==> src/rmcc_pkg.sv <==
// package for the resistance mask and common control register bank
package rmcc_pkg;
  // ***********************************************
  // register map
  // ***********************************************
  localparam logic [7:0] RES_MASK_OFS  = 8'h11;
  localparam logic [7:0] COMM_CTRL_OFS = 8'h15;
  localparam logic [7:0] RES_MASK_RST  = 8'h00;
  localparam logic [7:0] COMM_CTRL_RST = 8'he0;
  localparam logic [7:0] RES_MASK_WMSK = 8'h3f;

  // ***********************************************
  // field positions
  // ***********************************************
  localparam int GROUND_BIT   = 5;
  localparam int SIDEBAND_BIT = 4;
  localparam int FINITE_BIT   = 3;
  localparam int OPEN_BIT     = 2;
  localparam int ABORT_BIT    = 1;
  localparam int MOIST_BIT    = 0;
  localparam int IRQ_SEL_BIT  = 7;
  localparam int DBG_GATE_BIT = 6;
  localparam int USB_GATE_BIT = 5;
  localparam int PUMP_BIT     = 4;
  localparam int SUPPLY_BIT   = 3;
  localparam int LP_DRP_BIT   = 2;
  localparam int LP_UFP_BIT   = 1;
  localparam int SHDN_BIT     = 0;

  // ***********************************************
  // carriers
  // ***********************************************
  typedef struct packed {
    logic       wr_en;
    logic       rd_en;
    logic [7:0] addr;
    logic [7:0] wdata;
  } rmcc_req_t;

  typedef struct packed {
    logic ground;
    logic sideband;
    logic finite;
    logic open_res;
    logic abort;
    logic moist;
  } rmcc_events_t;

  typedef enum logic [1:0] {
    RMCC_LP_IDLE,
    RMCC_LP_ARMED
  } rmcc_lp_state_t;
endpackage : rmcc_pkg

==> src/rmcc_top.sv <==
// register bank for resistance result masking and common control
// Functional notes
// - bit5 unmasks ground result interrupt
// - bit4 unmasks sideband resistor result interrupt
// - bit3 unmasks finite invalid result interrupt
// - bit2 unmasks open result interrupt
// - bit1 unmasks aborted measurement interrupt
// - bit0 unmasks moisture result interrupt
// - control bit7 picks irq pin function
// - autoconfig starts per usb or debug gates
// - bit6 gates debug accessory trigger
// - bit5 gates usb valid trigger
// - bit4 forces switch charge pump on
// - bit3 forces internal supply to battery
// - bit2 write one triggers low power drp
// - bit1 write one triggers low power ufp
// - bit0 write one triggers shutdown
`timescale 1ns/1ps
module rmcc_top (
  input  wire logic                  ref_clk,               // 20 MHz clock
  input  wire logic                  arst_n,                // async reset, active low
  input  wire rmcc_pkg::rmcc_req_t   reg_req,               // register access request
  output logic [7:0]                 reg_rdata,             // read data, one cycle after rd_en
  output logic                       reg_rvalid,            // read data valid pulse
  input  wire rmcc_pkg::rmcc_events_t res_event,            // resistance result event pulses
  input  wire logic                  event_clear,           // clears pending events
  input  wire logic                  flag_source,           // thermal, ovp or autocfg flag
  input  wire logic                  usb_valid,             // usb valid condition
  input  wire logic                  debug_sink_entered,    // debug accessory sink entered pulse
  output logic                       irq_output_pin_n,      // irq pin, active low
  output logic                       autocfg_start,         // autoconfig start pulse
  output logic                       switch_pump_force_on,  // charge pump forced on
  output logic                       internal_supply_force_battery, // supply forced to battery
  output logic                       low_power_dual_role_request,   // lp drp entry pulse
  output logic                       low_power_upstream_request,    // lp ufp entry pulse
  output logic                       shutdown_request       // shutdown entry pulse
);

  // ***********************************************
  // registers
  // ***********************************************
  logic [7:0]              res_mask_r;
  logic [7:0]              comm_ctrl_r;
  logic [5:0]              pending_r;
  logic                    usb_valid_r;
  rmcc_pkg::rmcc_lp_state_t lp_state_r;
  logic [5:0]              ev_vec;
  logic                    wr_mask;
  logic                    wr_ctrl;

  assign ev_vec  = {res_event.ground, res_event.sideband, res_event.finite,
                    res_event.open_res, res_event.abort, res_event.moist};
  assign wr_mask = reg_req.wr_en && (reg_req.addr == rmcc_pkg::RES_MASK_OFS);
  assign wr_ctrl = reg_req.wr_en && (reg_req.addr == rmcc_pkg::COMM_CTRL_OFS);

  // ***********************************************
  // register writes and reads
  // ***********************************************
  // reserved bits dropped
  always_ff @(posedge ref_clk or negedge arst_n) begin
    if (!arst_n) begin
      res_mask_r <= rmcc_pkg::RES_MASK_RST;
    end else if (wr_mask) begin
      res_mask_r <= reg_req.wdata & rmcc_pkg::RES_MASK_WMSK;
    end
  end

  always_ff @(posedge ref_clk or negedge arst_n) begin
    if (!arst_n) begin
      comm_ctrl_r <= rmcc_pkg::COMM_CTRL_RST;
    end else if (wr_ctrl) begin
      comm_ctrl_r <= reg_req.wdata;
    end
  end

  always_ff @(posedge ref_clk or negedge arst_n) begin
    if (!arst_n) begin
      reg_rdata  <= 8'h00;
      reg_rvalid <= 1'b0;
    end else begin
      reg_rvalid <= reg_req.rd_en;
      if (reg_req.rd_en) begin
        case (reg_req.addr)
          rmcc_pkg::RES_MASK_OFS:  reg_rdata <= res_mask_r;
          rmcc_pkg::COMM_CTRL_OFS: reg_rdata <= comm_ctrl_r;
          default:                 reg_rdata <= 8'h00;
        endcase
      end
    end
  end

  // ***********************************************
  // pending events and irq pin
  // ***********************************************
  // set wins over clear
  always_ff @(posedge ref_clk or negedge arst_n) begin
    if (!arst_n) begin
      pending_r <= 6'h00;
    end else begin
      pending_r <= (event_clear ? 6'h00 : pending_r) | ev_vec;
    end
  end

  always_ff @(posedge ref_clk or negedge arst_n) begin
    if (!arst_n) begin
      irq_output_pin_n <= 1'b1;
    end else if (comm_ctrl_r[rmcc_pkg::IRQ_SEL_BIT]) begin
      irq_output_pin_n <= ~|(pending_r & res_mask_r[5:0]);
    end else begin
      irq_output_pin_n <= ~flag_source;
    end
  end

  // ***********************************************
  // autoconfiguration start
  // ***********************************************
  // usb or debug trigger
  always_ff @(posedge ref_clk or negedge arst_n) begin
    if (!arst_n) begin
      usb_valid_r   <= 1'b0;
      autocfg_start <= 1'b0;
    end else begin
      usb_valid_r   <= usb_valid;
      autocfg_start <= (comm_ctrl_r[rmcc_pkg::USB_GATE_BIT] && usb_valid && !usb_valid_r) ||
                       (comm_ctrl_r[rmcc_pkg::DBG_GATE_BIT] && debug_sink_entered);
    end
  end

  // ***********************************************
  // forced controls
  // ***********************************************
  // force levels
  always_ff @(posedge ref_clk or negedge arst_n) begin
    if (!arst_n) begin
      switch_pump_force_on          <= 1'b0;
      internal_supply_force_battery <= 1'b0;
    end else begin
      switch_pump_force_on          <= comm_ctrl_r[rmcc_pkg::PUMP_BIT];
      internal_supply_force_battery <= comm_ctrl_r[rmcc_pkg::SUPPLY_BIT];
    end
  end

  // ***********************************************
  // low power entry triggers
  // ***********************************************
  // write one triggers
  always_ff @(posedge ref_clk or negedge arst_n) begin
    if (!arst_n) begin
      low_power_dual_role_request <= 1'b0;
      low_power_upstream_request  <= 1'b0;
      shutdown_request            <= 1'b0;
    end else begin
      low_power_dual_role_request <= wr_ctrl && reg_req.wdata[rmcc_pkg::LP_DRP_BIT];
      low_power_upstream_request  <= wr_ctrl && reg_req.wdata[rmcc_pkg::LP_UFP_BIT];
      shutdown_request            <= wr_ctrl && reg_req.wdata[rmcc_pkg::SHDN_BIT];
    end
  end

  // tracks whether any low power entry is requested
  always_ff @(posedge ref_clk or negedge arst_n) begin
    if (!arst_n) begin
      lp_state_r <= rmcc_pkg::RMCC_LP_IDLE;
    end else begin
      case (lp_state_r)
        rmcc_pkg::RMCC_LP_IDLE:  if (|comm_ctrl_r[2:0]) lp_state_r <= rmcc_pkg::RMCC_LP_ARMED;
        rmcc_pkg::RMCC_LP_ARMED: if (~|comm_ctrl_r[2:0]) lp_state_r <= rmcc_pkg::RMCC_LP_IDLE;
        default:                 lp_state_r <= rmcc_pkg::RMCC_LP_IDLE;
      endcase
    end
  end

endmodule : rmcc_top

==> config.mk <==
export PLATFORM = sky130hd
export DESIGN_NAME = rmcc_top
export DESIGN_NICKNAME = d
export VERILOG_FILES = /design/src/rmcc_pkg.sv /design/src/rmcc_top.sv
export SDC_FILE = /design/constraint.sdc
export NUM_CORES = 1
export LEC_CHECK = 0
export BUFFER_PORTS_ARGS = -buffer_cell sky130_fd_sc_hd__buf_4
export CAP_MARGIN = 20
export CORE_ASPECT_RATIO = 0.8
export CORE_MARGIN = 8
export CORE_UTILIZATION = 49
export DETAILED_ROUTE_END_ITERATION = 8
export PLACE_DENSITY = 0.89
export SETUP_SLACK_MARGIN = 0.05
export SLEW_MARGIN = 20
export SYNTH_ARGS = -nofsm -noshare
export SYNTH_HDL_FRONTEND = slang
export SYNTH_SLANG_ARGS = --single-unit
==> constraint.sdc <==
create_clock -name ref_clk -period 1.1 [get_ports ref_clk]
set_clock_uncertainty 0.1 [all_clocks]
set_input_delay 0.11 -clock ref_clk [delete_from_list [all_inputs] [get_ports ref_clk]]
set_output_delay 0.11 -clock ref_clk [all_outputs]
set_load 0.1 [all_outputs]
==> results of run 1 <==
## through the flow
stage / TNS [ns] / power [mW] / hold slack, ns
global placement: -15.47 / 1.77 / -0.0211
finish: -9.48 / 2.92 / 0.0707
detailed placement: -16.00 / 1.79 / -0.0128
CTS: -7.19 / 2.84 / 0.0555
global route: -9.89 / 3.02 / 0.0736
floorplan: -10.82 / 1.63 / -0.286
## registers in the layout, summed over array words and instances, names as in the netlist
signal and cells:
reg_rvalid 1, low_power_dual_role_request 1, reg_rdata 8, irq_output_pin_n 1, switch_pump_force_on 1, shutdown_request 1, low_power_upstream_request 1, internal_supply_force_battery 1
pending_r 6, autocfg_start 1, usb_valid_r 1, res_mask_r 6, comm_ctrl_r 8
## routing by layer
layer,GRT usage,share of wire,up-vias
met5,0,0,-
met4,0.0986,0.032,0
met3,0.0654,0.062,14
met2,0.330,0.51,55
met1,0.227,0.39,631
li1,-,-,536
## cells in the mapped netlist
cell type,instances
nand4_1,1
o22ai_1,6
nor2b_1,2
nand2_1,9
or4b_4,1
or2_2,1
dfrtp_1,33
o21ai_0,2
and2_1,3
or3b_2,1
inv_1,8
a22oi_1,3
nor2_1,1
clkbuf_1,2
a21o_1,6
buf_6,1
mux2_4,6
or4_4,1
dfstp_2,4
buf_2,2
mux2_2,14
nor3_1,1
a41o_1,2
## worst max-delay path, stage by stage
cell and delay, ns:
buf_6 0.09, or4b_4 0.55, or4_4 0.59, mux2_4 0.33
## cell families after synthesis
logic type             count (synthesis)  share of synthesized area
buffers and inverters                 13                     0.0394
multiplexers                          20                      0.166
flip-flops                            37                      0.624
AND/OR/NAND/NOR                       21                     0.0805
AO/OA/AOI/OAI                         19                     0.0905
## final timing paths
path | start | to | cells after the start
worst max-delay path | reg_req[15] | res_mask_r[1]$_DFFE_PN0P_ | 4
worst min-delay path | reg_req[16] | reg_rdata[5]$_DFFE_PN0P_ | 2
worst max register to register | res_mask_r[4]$_DFFE_PN0P_ | reg_rdata[4]$_DFFE_PN0P_ | 3
worst min register to register | comm_ctrl_r[3]$_DFFE_PN0N_ | internal_supply_force_battery$_DFF_PN0_ | 0
max in group asynchronous | arst_n | comm_ctrl_r[6]$_DFFE_PN1N_ | 2
min in group asynchronous | arst_n | reg_rdata[6]$_DFFE_PN0P_ | 2
## final cells by class
| type | count | area, µm² |
|---|---|---|
| clock buffer | 8 | 90.1 |
| fill | 115 | 439 |
| inverter | 8 | 30.0 |
| multi-input combinational | 60 | 609 |
| sequential | 37 | 955 |
| tap | 40 | 50.0 |
| timing repair buffer | 72 | 822 |
## power groups by stage
stage          combinational, mW  sequential [mW]  clock, mW
2_1_floorplan             0.0854             1.54          0
3_3_place_gp               0.300             1.47          0
4_1_cts                    0.413             1.46      0.972
5_1_grt                    0.455             1.47       1.09
3_5_place_dp               0.310             1.48          0
6_report                   0.435             1.47       1.02
## timing repair
item / 4_1_cts / 5_1_grt
hold buffers: 19 / 0
endpoints found under the hold margin: 64 / 0
gates cloned: 1 / 0
buffers inserted: 2 / 4
pin swaps: 6 / 11
endpoints found under the setup margin: 41 / 42
gates resized for setup: 73 / 12
==> reports/metrics.yaml, run 1 <==
status:
  status: "finished, violations left"
  violations: "negative setup slack"
finish:
  area_growth_pct: 71.2
  stdcell_count: 225
  drive_gt1_frac: 0.611
  nets: 214
  layout_common_cells: "28 x buf_4, 19 x dlygate4sd3_1, 18 x dfrtp_1"
  design_area_um2: 2560
  final_common_cell: "buf_4"
  antennaDiodeCount: 0
  final_util: 0.853
clock_tree:
  insertion_delay_ns: 0.31
  cts.sinks: 37
  numCtsBuffers: 5
  cts-root-buf: "clkbuf_8"
  cts_tree: "yes"
  clkTransAtPathRegs_ns: 0.08
  h-tree-depth: 2
  cts_max_path_buffers: 2
route:
  wl_per_cell_um: 22.9
  wirelength_um: 5150
  vias: 1236
  drc: 0
  ant_nets: 0
  drtIter0Drc: 76
  viasPerCell: 5.49
  firstDrtPassIters: 4
timing:
  fmax_mhz: 630
  fin_crit_sh: 1.44
  tightest_slew_ns: 0.444
  min_period_ns: 1.59
  drv_slew: 0
  slew_headroom: 0.704
  worst_slack_ns: -0.488
  rsz0062_at_grt: "yes"
  setup_viol: 39
  hold_violations: 0
global_route:
  track_usage: 0.198
  grt_max_degree: 38
  grt_pass1_wl_um: 7650
  grt_remaining_overflow: 0
  antenna_found_initial: 0
  grt_pass1_vias: 1320
synth:
  ys_seq_area_frac: 0.624
  synth_area_leaders: "dfrtp_1 55%, mux2_2 11%, dfstp_2 7.0%, mux2_4 6.0%, a21o_1 3.0%"
  syn_nets: 140
  syn_area_per_cell_um2: 13.6
  yosysTopAreaCell: "dfrtp_1"
  ys_ff_latch: 37
  ys_types: 23
  yosys_warnings: 0
  syn_inst: 110
  yosysTopAreaCellShare: 0.553
  syn-cell-area_um2: 1490
pwr:
  p_sw_frac: 0.262
  clkPwrFrac: 0.349
  p_sw_mw: 0.765
  power_density_nw_per_um2: 1140
  p_int_mw: 2.16
  p_comb_frac: 0.149
  power.share.sequential: 0.502
  vdd_drop_max_uv: 656
  total_leakage_power_nw: 1.17
floorplanning:
  rows: 18
  die_y_um: 65.4
  dieWidth_um: 77.7
  dieArea_um2: 5080
  core_um2: 3000
  io_pins: 46
  floorplan.initialDensity: 0.498
placement:
  dp_hpwl_um: 2500
  place_ws_ns: -0.793
  finalWeightedCongestion: 0.801
  numPortBuffers: 45
  place_inst: 194
  dpl_cell_area_um2: 1910
setup_path:
  cp-end-kind: "flip-flop"
  cp.required_ns: 1.18
  cp_max_fo: 6
  worstSetupPathType: "in2reg"
  arrival_ns: 1.67
  rrSetupSlack_ns: -0.09
  cp-start-kind: "input port"
worst_hold_path:
  min_path_type: "in2reg"
run:
  cap_violations: 0
Power figures use the tool's default switching activity.
==> inputs of run 2 (changes only) <==
- CORE_MARGIN: 8 -> 10
==> run 2 against run 1 <==
Against the previous run: the run still ends with negative setup slack left; critical path depth stayed put; sequential power about the same; count of clock-buffer cells in the layout shrank 2; global-route usage decreased by 3.2 points; sequential share of layout area is 1.0 points higher; worst setup slack worse by 0.020 ns; first-iteration DRC count up 18%; fmax down 1.3%; final area shrank 2.7%; critical path type unchanged; critical endpoint unchanged.
==> reports/metrics.yaml, run 2 (synthesized netlist as in run 1, its figures left out) <==
setup_path:
  cp-start-kind: "input port"
  critPathMaxStageDelay_ns: 0.59  # about the same
  cp_max_fo: 6  # unchanged
  r2r-start: "res_mask_r[1]$_DFFE_PN0P_"
  reg2reg_to: "reg_rdata[1]$_DFFE_PN0P_"
  critPathSlowestCell: "or4_4"
  cp.required_ns: 1.17  # about the same
  worstSetupPathType: "in2reg"
  rr_worst_depth: 3  # unchanged
  arrival_ns: 1.68  # about the same
  crit_chain: "buf_6 > or4b_4 > or4_4 > mux2_4"
  rrSetupSlack_ns: -0.01  # +0.08 ns
  cp-end-kind: "flip-flop"
global_route:
  grt_pass1_vias: 1416  # +7.3%
  antenna_found_initial: 0  # unchanged
  grt_pass1_wl_um: 7360  # -3.7%
  track_usage: 0.167  # -0.0318
  grt_remaining_overflow: 0  # unchanged
  grt_max_degree: 38  # unchanged
placement:
  finalWeightedCongestion: 0.845  # +5.5%
  dpl_cell_area_um2: 1900  # -0.53%
  dp_hpwl_um: 2720  # +8.9%
  numPortBuffers: 45  # unchanged
status:
  status: "finished, violations left"
  violations: "negative setup slack"
route:
  route.met2.wl_um: 2420  # -8.9%
  vias: 1185  # -4.1%
  ant_nets: 0  # unchanged
  drtIter0Drc: 90  # +18%
  met3_length_um: 362  # +12%
  top_layer: "met4"
  drc: 0  # unchanged
  wl_met1_um: 1650  # -18%
  wl_per_cell_um: 20.1  # -12%
  firstDrtPassIters: 4  # unchanged
  wirelength_um: 4510  # -12%
  viasPerCell: 5.29  # -3.7%
pwr:
  power_density_nw_per_um2: 1120  # -2.2%
  total_leakage_power_nw: 1.16  # -0.97%
  vdd_drop_max_uv: 954  # +45%
  p_sw_frac: 0.255  # -0.00687
  p_int_mw: 2.07  # -4.0%
  power.share.sequential: 0.527  # +0.025
  p_sw_mw: 0.709  # -7.4%
  clkPwrFrac: 0.325  # -0.024
  p_comb_frac: 0.148  # about the same
  power.total_mw: 2.78  # -4.9%
timing:
  tightest_slew_ns: 0.441  # -0.00343 ns
  min_period_ns: 1.61  # +0.0203 ns
  worst_slack_ns: -0.509  # -0.0203 ns
  slew_headroom: 0.706  # +0.00229
  fin_crit_sh: 1.46  # +0.0185
  drv_slew: 0  # unchanged
  hold_violations: 0  # unchanged
  setup_viol: 32  # -18%
  rsz0062_at_grt: "yes"
  fmax_mhz: 622  # -1.3%
floorplanning:
  dieWidth_um: 81.7  # +5.1%
  core_um2: 2830  # -5.6%
  rows: 17  # -1
  io_pins: 46  # unchanged
  floorplan.initialDensity: 0.528  # +0.0293
  die_y_um: 69.4  # +6.1%
  dieArea_um2: 5670  # +12%
clock_tree:
  cts.sinks: 37  # unchanged
  h-tree-depth: 2  # unchanged
  numCtsBuffers: 5  # unchanged
  insertion_delay_ns: 0.29  # -0.02 ns
  cts-root-buf: "clkbuf_8"
  cts_tree: "yes"
  clkTransAtPathRegs_ns: 0.08  # about the same
  cts_max_path_buffers: 2  # unchanged
run:
  cap_violations: 0  # unchanged
finish:
  nets: 215  # +0.47%
  layout_common_cells: "34 x buf_4, 19 x dlygate4sd3_1, 18 x dfrtp_1"
  antennaDiodeCount: 0  # unchanged
  reg_top3: "comm_ctrl_r (8), reg_rdata (8)"
  design_area_um2: 2490  # -2.7%
  area_growth_pct: 66.6
  final_util: 0.879  # +0.0259
  drive_gt1_frac: 0.613  # +0.00209
  final_common_cell: "buf_4"
worst_hold_path:
  whs_endpoint: "reg_rdata[2]$_DFFE_PN0P_"
  holdPathStages: 2  # unchanged
  min_from: "reg_req[16]"
  min_path_type: "in2reg"
## run 2: worst max path at each step
stage,from,endpoint,slack [ns]
after floorplan,reg_req[15],res_mask_r[0]$_DFFE_PN0P_,-0.68
after global routing,reg_req[14],res_mask_r[2]$_DFFE_PN0P_,-0.50
after global placement,reg_req[15],res_mask_r[2]$_DFFE_PN0P_,-0.78
after CTS,reg_req[9],res_mask_r[1]$_DFFE_PN0P_,-0.50
final,reg_req[14],res_mask_r[1]$_DFFE_PN0P_,-0.51
after detailed placement,reg_req[15],res_mask_r[1]$_DFFE_PN0P_,-0.81
## run 2: per-stage QoR
step	instances	hold WS [ns]	TNS, ns	setup slack [ns]
after floorplan	110	-0.286	-10.82	-0.684
after global placement	191	-0.0209	-13.31	-0.777
after detailed placement	191	-0.0127	-13.89	-0.814
after CTS	223	0.0564	-7.23	-0.496
after global routing	224	0.0954	-8.44	-0.502
final	224	0.0978	-7.98	-0.509
## run 2: metal layers
layer / track usage / up-vias
met1: 0.180 / 593
met3: 0.0581 / 7
met2: 0.293 / 53
met5: 0 / -
met4: 0.0506 / 0
li1: - / 532
## run 2: cell type report
| type | count | area [µm²] |
|---|---|---|
| Sequential cell | 37 | 955 |
| Timing Repair Buffer | 73 | 806 |
| Clock buffer | 6 | 72.6 |
| Clock inverter | 2 | 10.0 |
| Multi-Input combinational cell | 60 | 567 |
| Tap cell | 38 | 47.5 |
| Inverter | 8 | 30.0 |
| Fill cell | 110 | 342 |
## run 2: power by group through the flow
stage	Combinational [mW]	Clock, mW	Sequential, mW
finish	0.412	0.903	1.47
global route	0.438	0.999	1.47
CTS	0.401	0.899	1.46
detailed placement	0.310	0	1.48
global placement	0.299	0	1.47
floorplan	0.0854	0	1.54
## run 2: critical path, delay by kind of cell
| kind | cells | cell delay, ns |
|---|---|---|
| mux | 1 | 0.34 |
| buf+inv | 1 | 0.09 |
| simple gates | 2 | 1.14 |
## run 2: what timing repair did
item,in CTS,in global routing
hold buffers,19,0
setup buffers,4,1
endpoints found under the setup margin,39,42
hold endpoints to repair,64,0
gates cloned,1,0
pin swaps,3,6
gates resized for setup,59,6
==> inputs of run 3 (changes only) <==
- GPL_ROUTABILITY_DRIVEN: unset -> 1
- SETUP_SLACK_MARGIN: 0.05 -> 0.1
==> run 3 against run 2 <==
Against the previous run: the flow still finishes with violations (negative setup slack); final cell count increased by 1.8%; flip-flop and latch count is the same; first-iteration DRC count is 8.9% lower; worst hold slack improved by 0.011 ns; final area up 2.3%; highest routed layer unchanged.
==> reports/metrics.yaml, run 3 (synthesized netlist as in run 1, its figures left out) <==
status:
  status: "finished, violations left"
  violations: "negative setup slack"
pwr:
  power_density_nw_per_um2: 1110  # -0.97%
  total_leakage_power_nw: 1.17  # +1.6%
  vdd_drop_max_uv: 1330  # +40%
  power.total_mw: 2.82  # +1.3%
placement:
  numPortBuffers: 45  # unchanged
  finalWeightedCongestion: 0.829  # -1.9%
  place_inst: 191  # unchanged
  dp_hpwl_um: 2630  # -3.5%
  dpl_cell_area_um2: 1900  # +0.20%
clock_tree:
  cts.sinks: 37  # unchanged
  cts-root-buf: "clkbuf_8"
  clkTransAtPathRegs_ns: 0.07  # about the same
  h-tree-depth: 2  # unchanged
  insertion_delay_ns: 0.28  # about the same
  cts_tree: "yes"
  cts_max_path_buffers: 2  # unchanged
  numCtsBuffers: 5  # unchanged
finish:
  stdcell_count: 228  # +1.8%
  antennaDiodeCount: 0  # unchanged
  nets: 219  # +1.9%
  area_growth_pct: 70.5
  drive_gt1_frac: 0.621  # +0.00815
  design_area_um2: 2540  # +2.3%
  final_common_cell: "buf_4"
  reg_top3: "comm_ctrl_r (8), reg_rdata (8)"
  layout_common_cells: "38 x buf_4, 19 x dlygate4sd3_1, 18 x dfrtp_1"
floorplanning:
  rows: 17  # unchanged
  dieArea_um2: 5670  # unchanged
  dieWidth_um: 81.7  # unchanged
  floorplan.initialDensity: 0.528  # unchanged
  core_um2: 2830  # unchanged
  io_pins: 46  # unchanged
  die_y_um: 69.4  # unchanged
route:
  viasPerCell: 5.61  # +6.0%
  firstDrtPassIters: 4  # unchanged
  wl_per_cell_um: 24.4  # +21%
  ant_nets: 0  # unchanged
  drc: 0  # unchanged
  wirelength_um: 5570  # +23%
  vias: 1279  # +7.9%
  drtIter0Drc: 82  # -8.9%
timing:
  worst_slack_ns: -0.556  # -0.0472 ns
  slew_headroom: 0.698  # -0.00778
  fmax_mhz: 604  # -2.9%
  rsz0062_at_grt: "yes"
  fin_crit_sh: 1.51  # +0.0429
  tightest_slew_ns: 0.453  # +0.0117 ns
  whs_ns: 0.109  # +0.0108 ns
  setup_viol: 29  # -9.4%
  hold_violations: 0  # unchanged
  min_period_ns: 1.66  # +0.0472 ns
  drv_slew: 0  # unchanged
global_route:
  grt_remaining_overflow: 0  # unchanged
  grt_pass1_vias: 1330  # -6.1%
  grt_pass1_wl_um: 7660  # +4.0%
  grt_max_degree: 38  # unchanged
  antenna_found_initial: 0  # unchanged
  track_usage: 0.177  # +0.0105
setup_path:
  cp.required_ns: 1.17  # about the same
  worstSetupPathType: "in2reg"
  cp_max_fo: 6  # unchanged
  arrival_ns: 1.72  # +0.04 ns
  cp-end-kind: "flip-flop"
  cp-start-kind: "input port"
run:
  cap_violations: 0  # unchanged
worst_hold_path:
  min_path_type: "in2reg"
-- run 3: routing by layer --
layer,share of wire,vias to the layer above,GRT usage
met3,0.072,18,0.0736
li1,-,543,-
met1,0.38,649,0.202
met5,0,-,0
met4,0.038,0,0.0356
met2,0.51,69,0.300
-- run 3: report_power, final --
part | internal [mW] | switching, mW
combinational | 0.225 | 0.218
clock | 0.450 | 0.453
sequential | 1.42 | 0.0507
total | 2.10 | 0.722
-- run 3: final timing paths --
kind	endpoint	startpoint	slack, ns	cells past startpoint
hold / removal	reg_rdata[4]$_DFFE_PN0P_	reg_req[16]	0.11	2
hold reg to reg	switch_pump_force_on$_DFF_PN0_	comm_ctrl_r[4]$_DFFE_PN0N_	0.31	0
setup reg to reg	reg_rdata[3]$_DFFE_PN0P_	res_mask_r[3]$_DFFE_PN0P_	-0.07	3
setup / recovery	res_mask_r[1]$_DFFE_PN0P_	reg_req[9]	-0.56	4
max in group asynchronous	reg_rdata[7]$_DFFE_PN0P_	arst_n	0.31	2
min in group asynchronous	res_mask_r[0]$_DFFE_PN0P_	arst_n	0.23	2
-- run 3: cell type report --
class / count / area, µm²
clock buffer: 8 / 80.1
fill: 105 / 284
inverter: 8 / 30.0
multi-input combinational: 60 / 588
sequential: 37 / 958
tap: 38 / 47.5
timing repair buffer: 77 / 841
-- run 3: worst max-delay path: stages --
cell and delay (ns):
buf_6 0.09, or4b_4 0.53, or4_4 0.64, mux2_4 0.35
-- run 3: repair_timing --
| item | CTS | global route |
|---|---|---|
| gates resized for setup | 66 | 5 |
| pin swaps | 5 | 7 |
| hold buffers | 19 | 0 |
| cloned | 1 | 0 |
| buffers inserted | 4 | 5 |
| endpoints found under the hold margin | 60 | 0 |
| setup endpoints to repair | 42 | 42 |
-- run 3: stage by stage --
step	utilization	worst slack [ns]	TNS, ns
floorplan	-	-0.684	-10.82
global placement	0.671	-0.779	-13.29
detailed placement	0.671	-0.806	-13.85
CTS	0.876	-0.504	-7.48
global route	0.900	-0.553	-9.02
finish	0.900	-0.556	-8.58
